## src/design/mdp_pkg.sv

```systemverilog
// constants, register map and field layout for the drive protection configuration
package mdp_pkg;
    localparam int          NUM_REGS        = 10;
    localparam int          ADDR_W          = 8;
    localparam int          DATA_W          = 16;
    // word addresses of the configuration registers and the status word
    localparam logic [7:0]  ADDR_STARTUP    = 8'h0B;
    localparam logic [7:0]  ADDR_OBSERVER   = 8'h0C;
    localparam logic [7:0]  ADDR_SOFTDT     = 8'h0F;
    localparam logic [7:0]  ADDR_OCACCEL    = 8'h10;
    localparam logic [7:0]  ADDR_SPEED      = 8'h11;
    localparam logic [7:0]  ADDR_SLEW       = 8'h12;
    localparam logic [7:0]  ADDR_CISS       = 8'h13;
    localparam logic [7:0]  ADDR_SHUNT      = 8'h14;
    localparam logic [7:0]  ADDR_STANDBY    = 8'h15;
    localparam logic [7:0]  ADDR_BRAKEMISC  = 8'h16;
    localparam logic [7:0]  ADDR_STATUS     = 8'h7F;
    localparam logic [7:0]  REG_ADDR [NUM_REGS] = '{8'h0B, 8'h0C, 8'h0F, 8'h10, 8'h11,
                                                    8'h12, 8'h13, 8'h14, 8'h15, 8'h16};
    // storage index of each register the logic decodes
    localparam int          IDX_STARTUP     = 0;
    localparam int          IDX_OBSERVER    = 1;
    localparam int          IDX_SOFTDT      = 2;
    localparam int          IDX_OCACCEL     = 3;
    localparam int          IDX_SPEED       = 4;
    localparam int          IDX_SHUNT       = 7;
    localparam int          IDX_BRAKEMISC   = 9;
    localparam logic [15:0] CFG_RESET       = 16'h0000;
    // field positions
    localparam int          BIT_DIRECT_ADV  = 5;
    localparam int          BIT_LIMIT_EN    = 7;
    localparam int          BIT_TUNE_WIN    = 15;
    localparam int          IND_LSB         = 8;
    localparam int          IND_W           = 5;
    localparam int          SHUNT_LSB       = 8;
    localparam int          SHUNT_W         = 8;
    localparam int          BIT_SOFT_LONG   = 9;
    localparam int          BIT_DT_COMP     = 12;
    localparam int          BRAKE_LSB       = 14;
    localparam int          LOCK_LSB        = 2;
    localparam int          BIT_OC_AUTO     = 3;
    localparam int          BLANK_LSB       = 4;
    localparam int          BIT_SPD_REG     = 9;
    localparam int          SPD_W           = 9;
    localparam int          STAT_LSB        = 12;
    // timing and startup lock thresholds
    localparam longint      CLK_HZ          = 100_000_000;
    localparam int          CLK_NS          = 10;
    localparam longint      SOFT_SHORT_S    = 1;
    localparam longint      SOFT_LONG_S     = 4;
    localparam longint      OC_AUTO_S       = 5;
    localparam int          SOFT_SHORT_CYC  = int'(SOFT_SHORT_S * CLK_HZ);
    localparam int          SOFT_LONG_CYC   = int'(SOFT_LONG_S * CLK_HZ);
    localparam int          OC_AUTO_CYC     = int'(OC_AUTO_S * CLK_HZ);
    localparam int          TMR_W           = 29;
    localparam int          BLANK1_NS       = 320;
    localparam int          BLANK2_NS       = 640;
    localparam int          BLANK3_NS       = 1280;
    localparam logic [7:0]  BLANK1_CYC      = 8'((BLANK1_NS + CLK_NS - 1) / CLK_NS);
    localparam logic [7:0]  BLANK2_CYC      = 8'((BLANK2_NS + CLK_NS - 1) / CLK_NS);
    localparam logic [7:0]  BLANK3_CYC      = 8'((BLANK3_NS + CLK_NS - 1) / CLK_NS);
    localparam logic [7:0]  LOCK_THR1       = 8'h05;
    localparam logic [7:0]  LOCK_THR2       = 8'h09;
    localparam logic [7:0]  LOCK_THR3       = 8'h0D;
endpackage

```

## src/design/mdp_top.sv

```systemverilog
// configuration decode and protection timing for the motor drive
`timescale 1ns/10ps
module mdp_top
    import mdp_pkg::*;
#(
    parameter int SOFT_SHORT = SOFT_SHORT_CYC,   // one-second ramp cap in cycles
    parameter int SOFT_LONG  = SOFT_LONG_CYC,    // four-second ramp cap in cycles
    parameter int OC_AUTO    = OC_AUTO_CYC       // automatic fault clear delay
) (
    input  wire logic              sys_clk_i,          // 100 MHz clock
    input  wire logic              reset_i,            // sync reset, high
    input  wire logic [ADDR_W-1:0] reg_addr_i,         // register word address
    input  wire logic [DATA_W-1:0] reg_wdata_i,        // register write data
    input  wire logic              reg_we_i,           // write strobe
    input  wire logic              reg_re_i,           // read strobe
    output logic      [DATA_W-1:0] reg_rdata_o,        // read data, next cycle
    output logic                   reg_rvalid_o,       // read data valid pulse
    output logic                   advance_direct_o,   // advance angle taken directly
    output logic      [IND_W-1:0]  advance_angle_o,    // advance angle, degrees
    output logic      [SHUNT_W-1:0] shunt_code_o,      // shunt code, mohm x 3.7
    input  wire logic              over_limit_i,       // current above limit
    output logic                   current_limit_o,    // limiting active
    output logic                   tuning_window_o,    // inductance tuning open
    input  wire logic              soft_off_start_i,   // begin soft shutdown
    input  wire logic              soft_off_done_i,    // ramp reached zero
    output logic                   ramp_active_o,      // soft shutdown ramping
    output logic                   ramp_timeout_o,     // ramp cap hit, pulse
    output logic                   deadtime_comp_o,    // dead-time compensation on
    output logic      [3:0]        brake_mult_o,       // brake limit x rated current
    input  wire logic              gate_switch_i,      // phase output switched
    input  wire logic              oc_detect_i,        // raw over-current comparator
    input  wire logic              restart_i,          // motor restart pulse
    output logic                   blank_active_o,     // over-current blanked
    output logic                   oc_fault_o,         // over-current fault latched
    input  wire logic              startup_i,          // startup phase
    input  wire logic [7:0]        angle_err_i,        // angle error, degrees
    output logic                   lock_o,             // startup lock latched
    input  wire logic [SPD_W-1:0]  spd_pin_i,          // speed demand from pin
    output logic      [SPD_W-1:0]  speed_demand_o      // selected speed demand
);
    logic [DATA_W-1:0] cfg_r [NUM_REGS];
    logic [TMR_W-1:0]  ramp_cnt_r;
    logic [TMR_W-1:0]  ramp_max;
    logic [TMR_W-1:0]  oc_cnt_r;
    logic [7:0]        blank_cnt_r;
    logic [7:0]        blank_len;
    logic [7:0]        lock_thr;
    logic [1:0]        blank_code;
    logic [1:0]        lock_code;
    logic              oc_hit;
    logic              oc_auto_clr;
    logic              lock_hit;

    // register storage, writes act at once
    always_ff @(posedge sys_clk_i) begin
        for (int i = 0; i < NUM_REGS; i++) begin
            if (reset_i) begin
                cfg_r[i] <= CFG_RESET;
            end else if (reg_we_i && reg_addr_i == REG_ADDR[i]) begin
                cfg_r[i] <= reg_wdata_i;
            end
        end
    end

    // readback, status word shows live state
    always_ff @(posedge sys_clk_i) begin
        if (reset_i) begin
            reg_rdata_o  <= '0;
            reg_rvalid_o <= 1'b0;
        end else begin
            reg_rvalid_o <= reg_re_i;
            if (reg_re_i) begin
                reg_rdata_o <= '0;
                if (reg_addr_i == ADDR_STATUS) begin
                    reg_rdata_o[STAT_LSB +: 4] <= {oc_fault_o, lock_o, ramp_active_o,
                                                   blank_active_o};
                end
                for (int i = 0; i < NUM_REGS; i++) begin
                    if (reg_addr_i == REG_ADDR[i]) begin
                        reg_rdata_o <= cfg_r[i];
                    end
                end
            end
        end
    end

    assign advance_direct_o = cfg_r[IDX_STARTUP][BIT_DIRECT_ADV];
    assign advance_angle_o  = cfg_r[IDX_OBSERVER][IND_LSB +: IND_W];
    assign shunt_code_o     = cfg_r[IDX_SHUNT][SHUNT_LSB +: SHUNT_W];
    assign current_limit_o  = cfg_r[IDX_STARTUP][BIT_LIMIT_EN] & over_limit_i;
    assign tuning_window_o  = cfg_r[IDX_OBSERVER][BIT_TUNE_WIN];
    assign deadtime_comp_o  = cfg_r[IDX_BRAKEMISC][BIT_DT_COMP];
    assign brake_mult_o     = 4'h1 << cfg_r[IDX_SOFTDT][BRAKE_LSB +: 2];

    // soft shutdown ramp with duration cap
    assign ramp_max = cfg_r[IDX_BRAKEMISC][BIT_SOFT_LONG] ? TMR_W'(SOFT_LONG)
                                                         : TMR_W'(SOFT_SHORT);
    always_ff @(posedge sys_clk_i) begin
        if (reset_i) begin
            ramp_active_o  <= 1'b0;
            ramp_cnt_r     <= '0;
            ramp_timeout_o <= 1'b0;
        end else begin
            ramp_timeout_o <= 1'b0;
            if (!ramp_active_o) begin
                ramp_active_o <= soft_off_start_i;
                ramp_cnt_r    <= '0;
            end else if (soft_off_done_i) begin
                ramp_active_o <= 1'b0;
            end else if (ramp_cnt_r >= ramp_max - TMR_W'(1)) begin
                ramp_active_o  <= 1'b0;
                ramp_timeout_o <= 1'b1;
            end else begin
                ramp_cnt_r <= ramp_cnt_r + TMR_W'(1);
            end
        end
    end

    // over-current blanking after each output switch
    assign blank_code = cfg_r[IDX_OCACCEL][BLANK_LSB +: 2];
    always_comb begin
        case (blank_code)
            2'b01:   blank_len = BLANK1_CYC;
            2'b10:   blank_len = BLANK2_CYC;
            2'b11:   blank_len = BLANK3_CYC;
            default: blank_len = 8'h00;
        endcase
    end
    always_ff @(posedge sys_clk_i) begin
        if (reset_i) begin
            blank_cnt_r <= 8'h00;
        end else if (gate_switch_i) begin
            blank_cnt_r <= blank_len;
        end else if (blank_cnt_r != 8'h00) begin
            blank_cnt_r <= blank_cnt_r - 8'h01;
        end
    end
    assign blank_active_o = (blank_cnt_r != 8'h00);
    assign oc_hit         = oc_detect_i & ~blank_active_o & ~gate_switch_i;

    // fault latch, a new hit wins over any clear
    assign oc_auto_clr = cfg_r[IDX_OCACCEL][BIT_OC_AUTO] &&
                         oc_cnt_r >= TMR_W'(OC_AUTO) - TMR_W'(1);
    always_ff @(posedge sys_clk_i) begin
        if (reset_i) begin
            oc_fault_o <= 1'b0;
            oc_cnt_r   <= '0;
        end else if (oc_hit) begin
            oc_fault_o <= 1'b1;
            oc_cnt_r   <= '0;
        end else if (oc_fault_o) begin
            if (cfg_r[IDX_OCACCEL][BIT_OC_AUTO] ? oc_auto_clr : restart_i) begin
                oc_fault_o <= 1'b0;
                oc_cnt_r   <= '0;
            end else if (cfg_r[IDX_OCACCEL][BIT_OC_AUTO]) begin
                oc_cnt_r <= oc_cnt_r + TMR_W'(1);
            end
        end
    end

    // startup angle-error lock, cleared by restart
    assign lock_code = cfg_r[IDX_SOFTDT][LOCK_LSB +: 2];
    always_comb begin
        case (lock_code)
            2'b01:   lock_thr = LOCK_THR1;
            2'b10:   lock_thr = LOCK_THR2;
            2'b11:   lock_thr = LOCK_THR3;
            default: lock_thr = 8'hFF;
        endcase
    end
    assign lock_hit = startup_i && lock_code != 2'b00 && angle_err_i > lock_thr;
    always_ff @(posedge sys_clk_i) begin
        if (reset_i) begin
            lock_o <= 1'b0;
        end else if (lock_hit) begin
            lock_o <= 1'b1;
        end else if (restart_i) begin
            lock_o <= 1'b0;
        end
    end

    always_ff @(posedge sys_clk_i) begin
        if (reset_i) begin
            speed_demand_o <= '0;
        end else if (cfg_r[IDX_SPEED][BIT_SPD_REG]) begin
            speed_demand_o <= cfg_r[IDX_SPEED][SPD_W-1:0];
        end else begin
            speed_demand_o <= spd_pin_i;
        end
    end
endmodule

```

## config.mk

```make
export PLATFORM = sky130hd
export DESIGN_NAME = mdp_top
export DESIGN_NICKNAME = d
export VERILOG_FILES = /design/src/design/mdp_pkg.sv /design/src/design/mdp_top.sv
export SDC_FILE = /design/constraint.sdc
export NUM_CORES = 1
export LEC_CHECK = 0
export ABC_CLOCK_PERIOD_IN_PS = 7000
export BUFFER_PORTS_ARGS = -buffer_cell sky130_fd_sc_hd__buf_4
export CAP_MARGIN = 20
export CORE_ASPECT_RATIO = 0.5
export CORE_MARGIN = 1
export CORE_UTILIZATION = 25
export DETAILED_ROUTE_END_ITERATION = 7
export PLACE_DENSITY = 0.37
export SETUP_SLACK_MARGIN = 0.5
export SYNTH_ARGS = -nofsm -noshare
export SYNTH_HDL_FRONTEND = slang
export SYNTH_SLANG_ARGS = --single-unit
```

## constraint.sdc

```tcl
create_clock -name sys_clk_i -period 7 [get_ports sys_clk_i]
set_input_delay 0.35 -clock sys_clk_i [delete_from_list [all_inputs] [get_ports sys_clk_i]]
set_output_delay 0.35 -clock sys_clk_i [all_outputs]
set_load 0.01 [all_outputs]
```

Yosys cells after proc, flatten, opt, wreduce, memory -nomap -nowiden
Memory sizes are Yosys's and may differ from the RTL's. Index checks and enable logic that the tools add are counted.

Bits in registers: 96. Latch bits: 0. RAM bits: 160. Memory bits (read-only): 0. Bits of input ports: 52. Output and inout port bits: 52. Memories: 1.

Memory list: cfg_r (depth 10, bits a word 16, rd ports 10, clocked after memory_dff 0, wr ports 10, RTL line mdp_top.sv:41) `logic [DATA_W-1:0] cfg_r [NUM_REGS];`.

Add/subtract/negate cells: 4. Multiply operators: 0. Divide/modulo/power cells: 0. Magnitude comparators: 3. Eq/ne operators: 17. Shifts and indexed selects: 1. Muxes and demuxes: 71. Bitwise operators: 18. Reductions and logical operators: 23.

Operators with widths (count): two-way mux 16 bit (20); two-way mux 29 bit (3); adder 29 x 1 -> 29 bit, second input constant (2); == test 8 x 5 -> 1 bit, second input constant (7); case mux 8 bit (3 select lines) (2); two-way mux 1 bit (42); greater-or-equal comparator 29 bit (1); greater-or-equal comparator 29 bit, second input constant (1); subtractor 29 x 1 -> 29 bit, second input constant (1); == test 8 x 4 -> 1 bit, second input constant (3); two-way mux 8 bit (2); logical AND 1 bit (13); bitwise OR 1 bit (10); two-way mux 9 bit (1); == test 2 bit, second input constant (4); == test 8 x 7 -> 1 bit, second input constant (1); > comparator 8 bit (1); nonzero test 2 bit (4); nonzero test 8 bit (1); subtractor 8 x 1 -> 8 bit, second input constant (1); NOT 1 bit (5); == test 2 x 1 -> 1 bit, second input constant (2); two-way mux 4 bit (1); AND reduction 2 bit (2); other kinds (4) (7).

Depth between registers and ports, before layout
Depth in word-level cells: 12. Mapped depth: 10.

Least setup slack after synthesis
No wires, ideal clock.

Kind: input-to-reg. Start point: input port reg_addr_i[7]. End point: memory cfg_r[9][0], in the netlist cfg_r[4][16], enable pin. Arrival: 2.644 ns. Required time: 6.589 ns. Slack: 3.945 ns. Cell stages on the path: 5. Buffers on the path: 1. Cells stage by stage: or3_1 > nor3_4 > nand2_1 > clkbuf_1 > o21ai_0.

RTL lines: from (decl) (RTL line mdp_top.sv:12) `input wire logic [ADDR_W-1:0] reg_addr_i,`; to (decl) (RTL line mdp_top.sv:41).

==> impl_metrics.tcl <==
set metrics [dict create \
    outcome "finished clean" \
    sw_frac_of_total_pct 25.9 \
    rows 57 \
    die-width_um 320 \
    p_leak_nw 5.33 \
    synth_fp_nets 1259 \
    cts_root_buf "clkbuf_16" \
    synth_area_leader_cell "edfxtp_1" \
    hold_class "in2reg" \
    cts_sinks 256 \
    routedWlPerCell_um 20.8 \
    path_max_fanout 24 \
    cts-buffers-inserted 28 \
    dpl.cell_count 1916 \
    synth_area_leaders "edfxtp_1 38%, dfxtp_1 15%, and2_1 8.1%" \
    ir_worst_vdd_uv 163 \
    dieHeight_um 161 \
    via_per_inst 4.83 \
    pwr-share-seq_pct 46.7 \
    drt-total-wl_mm 41.2 \
    finalMaxSlewViolations 0 \
    synthesis.area_um2 12700 \
    dp_hpwl_mm 28.7 \
    finalHoldViolations 0 \
    area_growth_syn_to_layout_pct 19.9 \
    p_sw_mw 0.954 \
    grt_usage_pct 15.9 \
    tightest_slew_ps 1070 \
    die_area_um2 51700 \
    finClkSkew_ps 21.0 \
    synth_seq_cells 256 \
    totalNegativeSetupSlack_ps 0 \
    ant_nets 0 \
    clkPwrFrac_pct 41.9 \
    power.density_nw_per_um2 242 \
    r2r_cells 8 \
    post_cts_buffers 0 \
    cp-start-kind "flip-flop" \
    post-synth-top-count-cell "and2_1" \
    drtIter0Drc 469 \
    setup_violations 0 \
    worstPathRequired_ps 7440 \
    drive_gt1_share_pct 15.7 \
    drv_cap 0 \
    clkSlewWorstSetupHoldPaths_ps 60 \
    yosys_warnings 0 \
    yosysSeqAreaShare_pct 53.1 \
    crit_type "reg2reg" \
    ys.flop_type "edfxtp_1" \
    synth_cells 1188 \
    synthTopCellsByCount "165 x and2_1, 160 x edfxtp_1, 96 x dfxtp_1" \
    antenna_found_initial 0 \
    grt_max_degree 56 \
    cp.arrival_ps 3820 \
    ys_types 76 \
    fmax_ghz 0.295 \
    post-place-ws_ps 3410 \
    power_frac_comb_pct 11.4 \
    grt_pass1_wl_mm 62.3 \
    async_flop_share_pct 0 \
    relSlewSlack_pct 28.2 \
    overflow 0 \
    syn_avg_cell_area_um2 10.7 \
    min_delay_path_depth 3 \
    clk_latency_ps 580 \
    core_um2 49300 \
    cts_buffer_depth 3 \
    htreeDepth 1 \
    synth_edf_count 160 \
    tritoncts "yes" \
    portBuffers 103 \
    end_kind "flip-flop" \
    ios 104 \
    finalNonFillerCells 1979 \
    grt_pass1_vias 9655 \
    nNetsFinal 1349 \
    routabilityCongestion 0.845 \
    internal_power_mw 2.73 \
    drc_errors 0 \
    period_share_pct 48.4 \
    worst_slack_ps 3610 \
    period_needed_ps 3390 \
    initial_core_util_pct 25.7 \
    vias 9564 \
    drt_pass1_iterations 5 \
    grt_setup_unrepaired "no" \
    yosysTopAreaCellShare_pct 37.9 \
]
==> worst paths after layout <==
check	start	end	slack, ps
worst max-delay path	cfg_r[4][25]$_SDFFCE_PN0P_	ramp_cnt_r[5]$_SDFFE_PP0P_	3610
worst min-delay path	spd_pin_i[4]	speed_demand_o[4]$_SDFF_PP0_	30
worst min register to register	reg_rdata_o[2]$_SDFFE_PP0P_	reg_rdata_o[2]$_SDFFE_PP0P_	480
worst max register to register	cfg_r[4][25]$_SDFFCE_PN0P_	ramp_cnt_r[5]$_SDFFE_PP0P_	3610
==> layer usage <==
metal | GRT usage (%) | wire length, um | vias to the layer above
met1 | 21.5 | 19400 | 4773
met3 | 2.16 | 1310 | 52
met5 | 0 | 0 | -
met2 | 26.8 | 19500 | 147
li1 | - | - | 4592
met4 | 4.02 | 1040 | 0
==> cell families after synthesis <==
family / share of synthesized area (%)
adder cells (fa/ha/maj): 1.88
AND/OR/NAND/NOR: 23.5
multiplexers: 3.62
XOR/XNOR: 2.21
flip-flops: 53.1
AO/OA/AOI/OAI: 12.2
buffers and inverters: 3.57
==> sequential cells by signal (all words and copies together) (netlist names) <==
name,flops
oc_cnt_r,29
ramp_cnt_r,29
ramp_active_o,1
speed_demand_o,9
reg_rdata_o,16
cfg_r,160
ramp_timeout_o,1
oc_fault_o,1
blank_cnt_r,8
lock_o,1
reg_rvalid_o,1
==> per-stage QoR <==
stage / instance area, um2 / utilization (%) / hold slack (ps) / power (mW)
6_report: 15200 / 30.8 / 28.7 / 3.68
5_1_grt: 15200 / 30.8 / 31.1 / 3.83
4_1_cts: 15200 / 30.8 / 0.847 / 3.74
3_5_place_dp: 14200 / 28.7 / 470 / 2.18
3_3_place_gp: 14200 / 28.7 / 465 / 2.17
2_1_floorplan: 12700 / - / 428 / 1.99
==> power groups by stage <==
stage | logic, mW | clock network, mW | registers, mW
floorplan | 0.249 | 0 | 1.74
global placement | 0.421 | 0 | 1.75
detailed placement | 0.424 | 0 | 1.75
CTS | 0.429 | 1.59 | 1.72
global route | 0.461 | 1.65 | 1.73
finish | 0.419 | 1.54 | 1.72
==> placed cells by master (no fill, tap or decap), types with 19 or more instances in the layout <==
| master | netlist | layout |
|---|---|---|
| nand3_1 | 34 | 34 |
| nor3_1 | 60 | 58 |
| or4_1 | 20 | 20 |
| and2_1 | 165 | 165 |
| o21ai_0 | 25 | 21 |
| mux2i_1 | 29 | 29 |
| xor2_1 | 26 | 26 |
| dfxtp_1 | 96 | 96 |
| buf_4 | 18 | 126 |
| nand2_1 | 77 | 77 |
| ha_1 | 19 | 19 |
| a21oi_1 | 38 | 38 |
| nand4_1 | 25 | 25 |
| clkbuf_16 | 0 | 28 |
| nor2_1 | 65 | 65 |
| edfxtp_1 | 160 | 160 |
==> timing repair <==
action,in CTS,in global routing
hold buffers,7,0
resized for setup,0,0
endpoints found under the hold margin,7,0
==> area by class of cell <==
type,instances,area [um2]
inverters,19,71.3
repair buffers,136,1050
multi-input cells,837,5560
flip-flops and latches,256,6730
diodes,1,2.50
clock inverters,14,158
clock buffers,38,782
fillers,5053,34100
well taps,678,848
==> worst max-delay path, cell delays in order (launching register included) <==
cell,delay (ps)
edfxtp_1,550
inv_1,300
ha_1,380
nand4b_1,120
or4_1,670
o211ai_2,610
buf_4,370
or4_1,160
a21oi_1,60
(Power assumes the default switching activity.)
